==> config.mk <==
export PLATFORM = sky130hd
export DESIGN_NAME = ospwc_timer
export DESIGN_NICKNAME = d
export VERILOG_FILES = /design/src/ospwc_pkg.sv /design/src/ospwc_timer.sv /design/src/ospwc_edge_detect.sv /design/src/ospwc_prescaler.sv
export VERILOG_INCLUDE_DIRS = /design/src
export SDC_FILE = /design/constraint.sdc
export NUM_CORES = 1
export LEC_CHECK = 0
export BUFFER_PORTS_ARGS = -buffer_cell sky130_fd_sc_hd__buf_4
export CAP_MARGIN = 20
export CORE_MARGIN = 2
export CORE_UTILIZATION = 39
export CTS_CLUSTER_SIZE = 8
export DETAILED_ROUTE_END_ITERATION = 10
export GPL_ROUTABILITY_DRIVEN = 0
export SLEW_MARGIN = 10
export SYNTH_ARGS = -nofsm -noshare
export SYNTH_HDL_FRONTEND = slang
export SYNTH_SLANG_ARGS = --single-unit
export TNS_END_PERCENT = 50
==> constraint.sdc <==
create_clock -name ref_clk -period 4.72 [get_ports ref_clk]
set_input_delay 0.944 -clock ref_clk [delete_from_list [all_inputs] [get_ports ref_clk]]
set_output_delay 0.944 -clock ref_clk [all_outputs]
set_load 0.01 [all_outputs]
==> src/ospwc_consts.svh <==
`ifndef OSPWC_CONSTS_SVH
`define OSPWC_CONSTS_SVH

// Register byte offsets
`define OSPWC_OFF_MODE_CTRL    8'h00
`define OSPWC_OFF_CAPTURE_CTRL 8'h04
`define OSPWC_OFF_OUTPUT_CTRL  8'h08
`define OSPWC_OFF_PRESCALE     8'h0c
`define OSPWC_OFF_EDGE_SEL     8'h10
`define OSPWC_OFF_COMPARE_A    8'h14
`define OSPWC_OFF_COMPARE_B    8'h18
`define OSPWC_OFF_COUNTER      8'h1c
`define OSPWC_OFF_IRQ_STATUS   8'h20
`define OSPWC_OFF_IRQ_MASK     8'h24

// timer_mode_ctrl fields
`define OSPWC_MODE_LSB         2
`define OSPWC_EDGE_TOGGLE_BIT  1
`define OSPWC_WRAP_FLAG_BIT    0

// capture_ctrl_reg fields
`define OSPWC_CAP_A_EN_BIT     0
`define OSPWC_CAP_A_SRC_BIT    1
`define OSPWC_CAP_B_EN_BIT     2

// output_ctrl_reg fields
`define OSPWC_OUT_EN_BIT       0
`define OSPWC_INV_A_BIT        1
`define OSPWC_LEVEL_CLR_BIT    2
`define OSPWC_LEVEL_SET_BIT    3
`define OSPWC_INV_B_BIT        4
`define OSPWC_SP_ENABLE_BIT    5
`define OSPWC_SP_TRIGGER_BIT   6

// Interrupt status and mask fields
`define OSPWC_IRQ_MATCH_A_BIT  0
`define OSPWC_IRQ_MATCH_B_BIT  1
`define OSPWC_IRQ_WRAP_BIT     2

// Reset values and limits
`define OSPWC_RESET_WORD       16'h0000
`define OSPWC_COUNT_MAX        16'hffff

`endif

==> src/ospwc_pkg.sv <==
package ospwc_pkg;

  typedef enum logic [1:0] {
    OSPWC_MODE_STOP      = 2'h0,
    OSPWC_MODE_FREE      = 2'h1,
    OSPWC_MODE_EDGE_CLR  = 2'h2,
    OSPWC_MODE_MATCH_CLR = 2'h3
  } ospwc_mode_t;

  typedef enum logic [2:0] {
    OSPWC_SHOT_IDLE   = 3'h1,
    OSPWC_SHOT_WAIT_A = 3'h2,
    OSPWC_SHOT_WAIT_B = 3'h4
  } ospwc_shot_t;

  typedef struct packed {
    ospwc_mode_t mode;
    logic        edge_toggle;
    logic        wrap_flag;
    logic [2:0]  cap_ctrl;
    logic [5:0]  out_ctrl;
    logic [1:0]  prescale;
    logic [3:0]  edge_sel;
    logic [15:0] cmp_a;
    logic [15:0] cmp_b;
    logic [15:0] up_counter;
    logic [2:0]  irq_status;
    logic [2:0]  irq_mask;
    ospwc_shot_t shot;
    logic        out_level;
    logic        timer_out;
    logic        irq;
    logic [15:0] rd_data;
  } ospwc_state_t;

  typedef struct packed {
    logic sync1;
    logic sync2;
    logic prev;
    logic rise;
    logic fall;
  } ospwc_edge_state_t;

  typedef struct packed {
    logic [2:0] div;
    logic       tick;
  } ospwc_div_state_t;

endpackage

==> src/ospwc_timer.sv <==
`include "ospwc_consts.svh"

//////////////////////////////////////////////////////////////////////////////
// Operation
// - Pulse generation period is first compare plus one; high for second plus one.
// - One-shot only in free-run or edge-clear mode with single-pulse enable set.
// - Trigger bit or valid first-input edge clears counter and emits one pulse.
// - One-shot first-compare match raises match A event and inverts output.
// - One-shot second-compare match raises match B event and inverts output.
// - Pulse starts first compare plus one clocks after trigger; width is difference.
// - Two-input free-run: second input captures to A, first input to B.
// - One-input free-run: opposite edge captures to A, valid edge to B.
// - Edge-clear mode: valid edge captures to B then clears counter; opposite to A.
// - Counter wrap sets flag in mode register; software clears it after capture.
// - Reading the counter register returns the current count.
// - Free-run wraps from maximum to zero next count clock, setting the flag.
// - Match-clear mode restarts the counter when it equals the first compare.
module ospwc_timer (
  // Clock and reset
  input  wire logic        ref_clk,
  input  wire logic        reset,
  // Register port
  input  wire logic [7:0]  addr,
  input  wire logic [15:0] wr_data,
  input  wire logic        wr_en,
  input  wire logic        rd_en,
  output logic      [15:0] rd_data,
  // Pins
  input  wire logic        trig_capture_in_a,
  input  wire logic        capture_in_b,
  output logic             timer_out_pin,
  // Interrupt
  output logic             irq
);

  //////////////////////////////////////////////////////////////////////////////
  // Helpers

  // Edge select: 00 falling, 01 rising, 10 none, 11 both
  function automatic logic valid_edge(input logic [1:0] sel, input logic r, input logic f);
    unique case (sel)
      2'h0:    valid_edge = f;
      2'h1:    valid_edge = r;
      2'h2:    valid_edge = 1'b0;
      default: valid_edge = r | f;
    endcase
  endfunction

  // Opposite phase exists only when one single edge is selected
  function automatic logic opposite_edge(input logic [1:0] sel, input logic r, input logic f);
    unique case (sel)
      2'h0:    opposite_edge = r;
      2'h1:    opposite_edge = f;
      default: opposite_edge = 1'b0;
    endcase
  endfunction

  //////////////////////////////////////////////////////////////////////////////
  // Inputs

  ospwc_pkg::ospwc_state_t s;
  ospwc_pkg::ospwc_state_t next_s;
  logic                    tick;
  logic                    a_rise;
  logic                    a_fall;
  logic                    b_rise;
  logic                    b_fall;

  ospwc_edge_detect u_edge_a (
    .ref_clk (ref_clk),
    .reset   (reset),
    .pin     (trig_capture_in_a),
    .rise    (a_rise),
    .fall    (a_fall)
  );

  ospwc_edge_detect u_edge_b (
    .ref_clk (ref_clk),
    .reset   (reset),
    .pin     (capture_in_b),
    .rise    (b_rise),
    .fall    (b_fall)
  );

  ospwc_prescaler u_prescaler (
    .ref_clk       (ref_clk),
    .reset         (reset),
    .run           (s.mode != ospwc_pkg::OSPWC_MODE_STOP),
    .prescaler_sel (s.prescale),
    .tick          (tick)
  );

  //////////////////////////////////////////////////////////////////////////////
  // Next state

  logic        running;
  logic        shot_mode;
  logic        a_valid;
  logic        a_opposite;
  logic        b_valid;
  logic        cap_a;
  logic        cap_b;
  logic        match_a;
  logic        match_b;
  logic        wrap;
  logic        sw_trigger;
  logic        trigger;
  logic        edge_clear;
  logic        toggle;
  logic [2:0]  irq_set;
  logic [2:0]  irq_clr;
  logic [15:0] rd_word;

  always_comb begin
    next_s     = s;
    running    = s.mode != ospwc_pkg::OSPWC_MODE_STOP;
    shot_mode  = s.out_ctrl[`OSPWC_SP_ENABLE_BIT]
                 && (s.mode == ospwc_pkg::OSPWC_MODE_FREE
                     || s.mode == ospwc_pkg::OSPWC_MODE_EDGE_CLR);
    a_valid    = running && valid_edge(s.edge_sel[1:0], a_rise, a_fall);
    a_opposite = running && opposite_edge(s.edge_sel[1:0], a_rise, a_fall);
    b_valid    = running && valid_edge(s.edge_sel[3:2], b_rise, b_fall);
    cap_a      = s.cap_ctrl[`OSPWC_CAP_A_EN_BIT];
    cap_b      = s.cap_ctrl[`OSPWC_CAP_B_EN_BIT];
    sw_trigger = wr_en && addr == `OSPWC_OFF_OUTPUT_CTRL
                 && wr_data[`OSPWC_SP_TRIGGER_BIT];
    // A trigger during a pulse restarts it; avoiding that is software's job
    trigger    = shot_mode && (sw_trigger || a_valid);
    edge_clear = s.mode == ospwc_pkg::OSPWC_MODE_EDGE_CLR && a_valid;

    // Compare matches are judged on the count clock with the count present
    match_a = running && tick && !cap_a && s.up_counter == s.cmp_a;
    match_b = running && tick && !cap_b && s.up_counter == s.cmp_b;
    wrap    = running && tick && s.mode != ospwc_pkg::OSPWC_MODE_MATCH_CLR
              && s.up_counter == `OSPWC_COUNT_MAX;

    // Counter
    if (!running) begin
      next_s.up_counter = `OSPWC_RESET_WORD;
    end else if (trigger || edge_clear) begin
      next_s.up_counter = `OSPWC_RESET_WORD;
    end else if (tick) begin
      if (s.mode == ospwc_pkg::OSPWC_MODE_MATCH_CLR && s.up_counter == s.cmp_a) begin
        next_s.up_counter = `OSPWC_RESET_WORD;
      end else begin
        next_s.up_counter = 16'(s.up_counter + 16'h0001);
      end
    end

    // Captures take the count of the cycle the edge was seen in
    if (cap_a) begin
      if (s.cap_ctrl[`OSPWC_CAP_A_SRC_BIT] ? a_opposite : b_valid) begin
        next_s.cmp_a = s.up_counter;
      end
    end
    if (cap_b && a_valid) begin
      next_s.cmp_b = s.up_counter;
    end

    // One-shot sequence and output inversion
    toggle = 1'b0;
    if (shot_mode) begin
      unique case (s.shot)
        ospwc_pkg::OSPWC_SHOT_IDLE: begin
          if (trigger) begin
            next_s.shot = ospwc_pkg::OSPWC_SHOT_WAIT_A;
          end
        end
        ospwc_pkg::OSPWC_SHOT_WAIT_A: begin
          if (trigger) begin
            next_s.shot = ospwc_pkg::OSPWC_SHOT_WAIT_A;
          end else if (match_a) begin
            toggle      = 1'b1;
            next_s.shot = ospwc_pkg::OSPWC_SHOT_WAIT_B;
          end
        end
        ospwc_pkg::OSPWC_SHOT_WAIT_B: begin
          if (trigger) begin
            next_s.shot = ospwc_pkg::OSPWC_SHOT_WAIT_A;
          end else if (match_b) begin
            toggle      = 1'b1;
            next_s.shot = ospwc_pkg::OSPWC_SHOT_IDLE;
          end
        end
        default: next_s.shot = ospwc_pkg::OSPWC_SHOT_IDLE;
      endcase
    end else begin
      next_s.shot = ospwc_pkg::OSPWC_SHOT_IDLE;
      toggle = (match_a && s.out_ctrl[`OSPWC_INV_A_BIT])
               ^ (match_b && s.out_ctrl[`OSPWC_INV_B_BIT])
               ^ (a_valid && s.edge_toggle && cap_a && cap_b);
    end
    if (toggle) begin
      next_s.out_level = ~s.out_level;
    end

    // Register writes
    irq_clr = 3'h0;
    if (wr_en) begin
      unique case (addr)
        `OSPWC_OFF_MODE_CTRL: begin
          next_s.mode        = ospwc_pkg::ospwc_mode_t'(wr_data[`OSPWC_MODE_LSB +: 2]);
          next_s.edge_toggle = wr_data[`OSPWC_EDGE_TOGGLE_BIT];
          // Software may only clear the flag
          next_s.wrap_flag   = s.wrap_flag & wr_data[`OSPWC_WRAP_FLAG_BIT];
        end
        `OSPWC_OFF_CAPTURE_CTRL: next_s.cap_ctrl = wr_data[2:0];
        `OSPWC_OFF_OUTPUT_CTRL: begin
          next_s.out_ctrl = wr_data[5:0];
          // Static level control only while stopped; both set is ignored
          if (!running) begin
            if (wr_data[`OSPWC_LEVEL_SET_BIT] && !wr_data[`OSPWC_LEVEL_CLR_BIT]) begin
              next_s.out_level = 1'b1;
            end else if (wr_data[`OSPWC_LEVEL_CLR_BIT]
                         && !wr_data[`OSPWC_LEVEL_SET_BIT]) begin
              next_s.out_level = 1'b0;
            end
          end
        end
        `OSPWC_OFF_PRESCALE:   next_s.prescale = wr_data[1:0];
        `OSPWC_OFF_EDGE_SEL:   next_s.edge_sel = wr_data[3:0];
        `OSPWC_OFF_COMPARE_A:  next_s.cmp_a    = wr_data;
        `OSPWC_OFF_COMPARE_B:  next_s.cmp_b    = wr_data;
        `OSPWC_OFF_IRQ_STATUS: irq_clr         = wr_data[2:0];
        `OSPWC_OFF_IRQ_MASK:   next_s.irq_mask = wr_data[2:0];
        default: ;
      endcase
    end

    // Hardware captures override a software write to the same register
    if (cap_a && (s.cap_ctrl[`OSPWC_CAP_A_SRC_BIT] ? a_opposite : b_valid)) begin
      next_s.cmp_a = s.up_counter;
    end
    if (cap_b && a_valid) begin
      next_s.cmp_b = s.up_counter;
    end

    // Set wins over a clear in the same cycle
    if (wrap) begin
      next_s.wrap_flag = 1'b1;
    end
    irq_set = 3'h0;
    irq_set[`OSPWC_IRQ_MATCH_A_BIT] = match_a
      || (cap_a && (s.cap_ctrl[`OSPWC_CAP_A_SRC_BIT] ? a_opposite : b_valid));
    irq_set[`OSPWC_IRQ_MATCH_B_BIT] = match_b || (cap_b && a_valid);
    irq_set[`OSPWC_IRQ_WRAP_BIT]    = wrap;
    next_s.irq_status = (s.irq_status & ~irq_clr) | irq_set;
    next_s.irq        = |(next_s.irq_status & next_s.irq_mask);

    next_s.timer_out = next_s.out_level & next_s.out_ctrl[`OSPWC_OUT_EN_BIT];

    // Read data stand for the cycle after the strobe only
    rd_word = 16'h0000;
    unique case (addr)
      `OSPWC_OFF_MODE_CTRL:    rd_word = {12'h000, s.mode, s.edge_toggle, s.wrap_flag};
      `OSPWC_OFF_CAPTURE_CTRL: rd_word = {13'h0000, s.cap_ctrl};
      `OSPWC_OFF_OUTPUT_CTRL:  rd_word = {10'h000, s.out_ctrl};
      `OSPWC_OFF_PRESCALE:     rd_word = {14'h0000, s.prescale};
      `OSPWC_OFF_EDGE_SEL:     rd_word = {12'h000, s.edge_sel};
      `OSPWC_OFF_COMPARE_A:    rd_word = s.cmp_a;
      `OSPWC_OFF_COMPARE_B:    rd_word = s.cmp_b;
      `OSPWC_OFF_COUNTER:      rd_word = s.up_counter;
      `OSPWC_OFF_IRQ_STATUS:   rd_word = {13'h0000, s.irq_status};
      `OSPWC_OFF_IRQ_MASK:     rd_word = {13'h0000, s.irq_mask};
      default:                 rd_word = 16'h0000;
    endcase
    next_s.rd_data = rd_en ? rd_word : 16'h0000;
  end

  //////////////////////////////////////////////////////////////////////////////
  // State register

  always_ff @(posedge ref_clk) begin
    if (reset) begin
      s      <= '0;
      s.shot <= ospwc_pkg::OSPWC_SHOT_IDLE;
    end else begin
      s <= next_s;
    end
  end

  assign rd_data       = s.rd_data;
  assign timer_out_pin = s.timer_out;
  assign irq           = s.irq;

endmodule // ospwc_timer

==> src/ospwc_edge_detect.sv <==
module ospwc_edge_detect (
  // Clock and reset
  input  wire logic ref_clk,
  input  wire logic reset,
  // Pin from outside the clock domain
  input  wire logic pin,
  // Edge pulses, one cycle each
  output logic      rise,
  output logic      fall
);

  ospwc_pkg::ospwc_edge_state_t s;
  ospwc_pkg::ospwc_edge_state_t next_s;

  always_comb begin
    next_s       = s;
    next_s.sync1 = pin;
    next_s.sync2 = s.sync1;
    next_s.prev  = s.sync2;
    next_s.rise  = s.sync2 & ~s.prev;
    next_s.fall  = ~s.sync2 & s.prev;
  end

  always_ff @(posedge ref_clk) begin
    if (reset) begin
      s <= '0;
    end else begin
      s <= next_s;
    end
  end

  assign rise = s.rise;
  assign fall = s.fall;

endmodule // ospwc_edge_detect

==> src/ospwc_prescaler.sv <==
module ospwc_prescaler (
  // Clock and reset
  input  wire logic       ref_clk,
  input  wire logic       reset,
  // Control
  input  wire logic       run,
  input  wire logic [1:0] prescaler_sel,
  // Count clock, one-cycle pulse
  output logic            tick
);

  ospwc_pkg::ospwc_div_state_t s;
  ospwc_pkg::ospwc_div_state_t next_s;
  logic [2:0]                  limit;

  always_comb begin
    next_s = s;
    limit  = 3'((4'h1 << prescaler_sel) - 4'h1);
    if (!run) begin
      // Held at zero so a start always begins a full count clock period
      next_s.div  = 3'h0;
      next_s.tick = 1'b0;
    end else if (s.div >= limit) begin
      next_s.div  = 3'h0;
      next_s.tick = 1'b1;
    end else begin
      next_s.div  = 3'(s.div + 3'h1);
      next_s.tick = 1'b0;
    end
  end

  always_ff @(posedge ref_clk) begin
    if (reset) begin
      s <= '0;
    end else begin
      s <= next_s;
    end
  end

  assign tick = s.tick;

endmodule // ospwc_prescaler

==> results of run 1 <==
[cells in the final DEF, fill, tap and decap left out, types with 11 or more instances in the layout]
cell	instances
nor2_1	84
a21oi_1	54
xnor2_1	35
nand3_1	62
dfxtp_1	109
nor2b_1	12
a22oi_1	11
buf_4	52
nand4_1	13
a311oi_1	16
nand2_1	87
a222oi_1	13
[power groups by stage]
stage	clock network [mW]	logic [mW]	registers (mW)
after floorplan	0	0.0308	0.945
after global placement	0	0.0643	0.945
after detailed placement	0	0.0653	0.945
after CTS	0.746	0.0653	0.924
after global routing	0.783	0.0711	0.924
final	0.735	0.0659	0.924
[path summary, 6_finish.rpt]
| path | endpoint | depth (start not counted) | slack (ps) | from |
|---|---|---|---|---|
| min | u_edge_b.rise | 1 | 410 | u_edge_b.s[2] |
| max reg2reg | s[18] | 10 | 1750 | s[93] |
| min reg2reg | u_edge_b.rise | 1 | 410 | u_edge_b.s[2] |
| max | s[48] | 8 | 1710 | addr[1] |
[metal layers]
layer  up-vias  global-route usage
met5         -                   0
met4         0             0.07006
met3        19             0.03873
met2       194              0.3108
met1      2421              0.2907
li1       2415                   -
[cells in the mapped netlist, types with 3 or more instances]
cell      number
and2_1         4
nor2_1        85
clkbuf_1      33
or4_1          3
o21a_1         3
buf_6          4
buf_2         10
buf_1          3
a22oi_1       11
inv_1         10
a21oi_1       54
a211oi_1       5
nand3_1       62
a21o_1         4
and3_1         7
dfxtp_1      109
o21ai_0        3
ha_1           8
nor3_1        10
a221oi_1       3
a31oi_1        3
buf_4         20
xnor2_2        4
o21ai_1        3
nand4_1       13
nor2b_1       12
nand2b_1       6
nand2_1       87
nor3b_1        7
mux2i_1        5
a222oi_1      13
a311oi_1      16
xor2_1         9
xnor2_1       35
mux2_2         6
[flip-flops by register name, indices dropped and copies added, names as in the netlist]
name,count
cap_a,1
u_edge_a.s,1
u_edge_b.s,1
u_prescaler.tick,1
u_edge_b.rise,1
s,75
u_edge_b.fall,1
u_prescaler.s,3
timer_out_pin,1
u_edge_a.fall,1
u_edge_b.next_s,2
u_edge_a.next_s,2
cap_b,1
rd_data,16
u_edge_a.rise,1
irq,1
[cell families (layout without fill, tap and decap cells)]
logic type,Yosys count,after routing,synth area share
xor gates and xnor gates,48,48,0.07989
and+or+nand+nor,312,312,0.2639
buffers and inverters,80,78,0.07412
adders and majority gates,8,8,0.01775
muxes,11,11,0.02086
AOI/OAI and AO/OA,128,128,0.1565
DFF,109,109,0.3870
[critical path, delay by kind of cell]
kind	cells	cell delay (ps)
AOI/OAI and AO/OA	1	110
buffers and inverters	2	410
and+or+nand+nor	5	1740
[stage by stage]
| stage | hold WS [ps] | utilization | area (um2) |
|---|---|---|---|
| after CTS | 411.1 | 0.4408 | 6166 |
| after global placement | 387.8 | 0.4208 | 5886 |
| after global routing | 427.5 | 0.4408 | 6166 |
| final | 406.1 | 0.4408 | 6166 |
| after floorplan | 383.5 | - | 5638 |
| after detailed placement | 399.3 | 0.4208 | 5886 |
[final cells by class]
type	count	area [um2]
Multi-Input combinational cell	507	3050
Timing Repair Buffer	52	390.4
Fill cell	1400	7823
Clock buffer	13	260.3
Clock inverter	3	20.02
Tap cell	180	225.2
Sequential cell	109	2182
Inverter	10	37.54
==> results.ini, run 1 <==
[timing]
setup-tns-final_ps = 0
period_share = 0.6387
slew_headroom = 0.3096
layout_setup_ws_ps = 1705
rsz0062_at_grt = no
fmax_mhz = 331.7
min_period_ps = 3015
slew_viol_final = 0
setup_viol = 0
worst_pin_slew_ps = 1033
skew_ps = 7.078
hold_viol_final = 0

[finish]
drive_gt1_frac = 0.1254
n_antenna_cell = 0
finalNonFillerCells = 874
nets = 727
area_growth_pct = 9.365

[drt]
num_vias = 5049
wirelength_mm = 15.65
first_iter_violations = 591
drt-met1-wl_mm = 7.171
firstDrtPassIters = 6
wl_met3_mm = 1.132
ant_nets = 0
routed-wl-met2_mm = 7.101
routed_via_density = 5.777
top_layer_used = met4
drc = 0
drt-wirelength-per-cell_um = 17.91

[setup_path]
worst_path_max_delay_cell = nor4b_1
cp_max_fo = 27
max_stage_delay_ps = 470
path_class = input pin to register
critPathArrivalTime_ps = 3210
required_ps = 4920
crit_path_end_kind = register
cp_cell_sequence = buf_4, nor4b_1, and3b_1, and2_1, buf_4, nand2_1, nand2_1, a311oi_1
cp-start-kind = input pin

[grt]
grt_pass1_wl_mm = 25.68
grt_usage = 0.2046
grt_max_degree = 76
grt_pass1_vias = 4842
antenna_found_initial = 0
gr-total-overflow = 0

[yosys]
synth_cell_types = 57
ys.flop_type = dfxtp_1
syn_area_mm2 = 0.005638
synth_top_area_frac = 0.3870
synth.ff_latch_count = 109
seq_area_frac_synth = 0.3870
synth_top_area_cell = dfxtp_1
synth_area_per_cell_um2 = 8.100
synth_edf_count = 0
syn-num-nets = 734
synthTopCellsByArea = dfxtp_1 39%, nand2_1 5.8%, nor2_1 5.7%, nand3_1 5.5%, xnor2_1 5.4%
yosysWarnings = 0
async_flop_share = 0
synth_cells = 696

[pwr]
p_leak_nw = 2.084
power_frac_seq = 0.535
p_clk_frac = 0.426
p_comb_frac = 0.038
sw_frac_of_total = 0.2275
cell_internal_pwr_mw = 1.333
vdd_drop_max_mv = 0.1531
p_per_area_mw_per_mm2 = 279.8
finalPower_mw = 1.725
switching_power_uw = 392.5

[die]
die_w_um = 124.2
start_util = 0.4030
ioPinCount = 48
rows = 43
fp.coreArea_mm2 = 0.01399
dieHeight_um = 124.2
design.die.area_mm2 = 0.01543

[placement]
dp.cells = 858
pre_cts_ws_ps = 1382
portBuffers = 47
dp_hpwl_mm = 10.58

[hold_path]
min_path_type = register to register

[clocking]
path_clk_slew_ps = 70
cts_buffer_depth = 2
cts_setup_buffers = 0
cts_hold_buf = 0
cts_buffers = 9
cts.sinks = 109
root_buffer = clkbuf_16
clkLatencyLatePin_ps = 360
cts_tree = done
htree_levels = 3
cts_resized = 0

[status]
status = finished clean

[run]
maxCapViolCount = 0

(Power assumes the default switching activity.)
==> inputs of run 2 (changes only) <==
clock period = 2.95 ns   (was 4.72 ns; I/O delays follow)
==> run 2 against run 1 <==
Compared with the run above:
- combinational power increased by 65%
- clock power increased by 70%
- setup slack got worse by 1300 ps
- cell count increased by 1.6%
- worst hold slack got worse by 1.1 ps
- sequential cell count unchanged
- clock-buffer cell count increased by 1
- sequential power increased by 60%
- first-iteration DRC count decreased by 1.9%
- critical path depth unchanged
- die area unchanged
==> results.ini, run 2 (synthesized netlist as in run 1, its figures left out) <==
[status]
status = finished clean

[clocking]
path_clk_slew_ps = 70  ; about the same
htree_levels = 3  ; unchanged
cts_hold_buf = 0  ; unchanged
clkLatencyLatePin_ps = 360  ; about the same
cts.sinks = 109  ; unchanged
cts_buffers = 9  ; unchanged
root_buffer = clkbuf_16
cts_setup_buffers = 0  ; unchanged
cts_tree = done
cts_buffer_depth = 2  ; unchanged
cts_resized = 0  ; unchanged

[setup_path]
r2r_start = s[35]
cp-start-kind = register
crit_path_end_kind = register
path_class = register to register
cp_max_fo = 9  ; -67%
startpoint = s[35]
required_ps = 3190  ; -1730 ps
critPathArrivalTime_ps = 2750  ; -460 ps

[grt]
grt_usage = 0.2110  ; +0.006403
antenna_found_initial = 0  ; unchanged
grt_pass1_wl_mm = 26.21  ; +2.0%
gr-total-overflow = 0  ; unchanged
grt_pass1_vias = 4914  ; +1.5%
grt_max_degree = 42  ; -45%

[finish]
n_antenna_cell = 0  ; unchanged
nets = 742  ; +2.1%
area_growth_pct = 11.61
final_common_cell = dfxtp_1
top_register = s
largest_register_ffs = 75  ; unchanged
drive_gt1_frac = 0.1412  ; +0.01588
fin_util = 0.4498  ; +0.009034
layout_common_cells = 109 x dfxtp_1, 87 x nand2_1, 84 x nor2_1, 67 x buf_4, 62 x nand3_1

[timing]
hold_viol_final = 0  ; unchanged
worst_pin_slew_ps = 728.4  ; -304.1 ps
period_share = 0.8494
skew_ps = 9.113  ; +2.035 ps
setup_viol = 0  ; unchanged
slew_headroom = 0.5132  ; +0.2036
whs_ps = 405.0  ; -1.076 ps
setup-tns-final_ps = 0  ; unchanged
fmax_mhz = 399.1
slew_viol_final = 0  ; unchanged
min_period_ps = 2506
rsz0062_at_grt = no

[die]
dieHeight_um = 124.2  ; unchanged
fp.coreArea_mm2 = 0.01399  ; unchanged
die_w_um = 124.2  ; unchanged
start_util = 0.4030  ; unchanged
design.die.area_mm2 = 0.01543  ; unchanged
rows = 43  ; unchanged
ioPinCount = 48  ; unchanged

[placement]
portBuffers = 47  ; unchanged
dp_hpwl_mm = 11.32  ; +7.0%

[drt]
firstDrtPassIters = 5  ; -1
first_iter_violations = 580  ; -1.9%
drc = 0  ; unchanged
routed_via_density = 5.851  ; +1.3%
num_vias = 5196  ; +2.9%
wirelength_mm = 16.52  ; +5.5%
ant_nets = 0  ; unchanged
drt-wirelength-per-cell_um = 18.60  ; +3.9%

[hold_path]
min_path_type = register to register
min_from = u_edge_b.s[2]

[pwr]
p_per_area_mw_per_mm2 = 450.4  ; +61%
p_leak_nw = 2.171  ; +4.2%
vdd_drop_max_mv = 0.2865  ; +87%

[run]
maxCapViolCount = 0  ; unchanged

==> run 2: worst paths after layout <==
path                            slack, ps       endpoint  depth (start not counted)
worst min register to register        410  u_edge_b.rise                          1
worst min-delay path                  410  u_edge_b.rise                          1
worst max-delay path                  440  timer_out_pin                          8
worst max register to register        440  timer_out_pin                          8
==> run 2: layout make-up <==
class                   count  area, um2
inverters                  10      37.54
fillers                  1395       7696
flip-flops and latches    109       2182
repair buffers             67      503.0
clock buffers              14      264.0
multi-input cells         507       3050
well taps                 180      225.2
clock inverters             1      30.03
==> run 2: power by group <==
part	internal [mW]	switching, mW
logic	0.0397	0.0688
clock network	0.702	0.545
registers	1.48	0.00258
==> run 2: metrics by stage <==
stage                     area (um2)  cells  setup slack, ps  power [mW]
after detailed placement        5998    873            396.2       1.620
after floorplan                 5638    696            627.5       1.561
after global placement          5998    873            444.8       1.618
final                           6292    888            444.3       2.834
after CTS                       6292    888            436.8       2.862
after global routing            6292    888            261.8       2.931
==> run 2: layer usage <==
| layer | track usage | routed length (um) | up-vias | part of all wire |
|---|---|---|---|---|
| li1 | - | - | 2439 | - |
| met1 | 0.2926 | 7476 | 2497 | 0.45 |
| met2 | 0.3288 | 7549 | 233 | 0.46 |
| met3 | 0.03701 | 1180 | 27 | 0.071 |
| met4 | 0.07799 | 308 | 0 | 0.019 |
| met5 | 0 | 0 | - | 0 |
==> run 2: worst max-delay path: stages (launching register included) <==
cell     delay, ps
dfxtp_1        520
xnor2_1        160
nand4_1        210
nor4_4         470
nand3_1        150
xor2_1         190
o22ai_2        350
mux2i_1        240
nand3_1         90
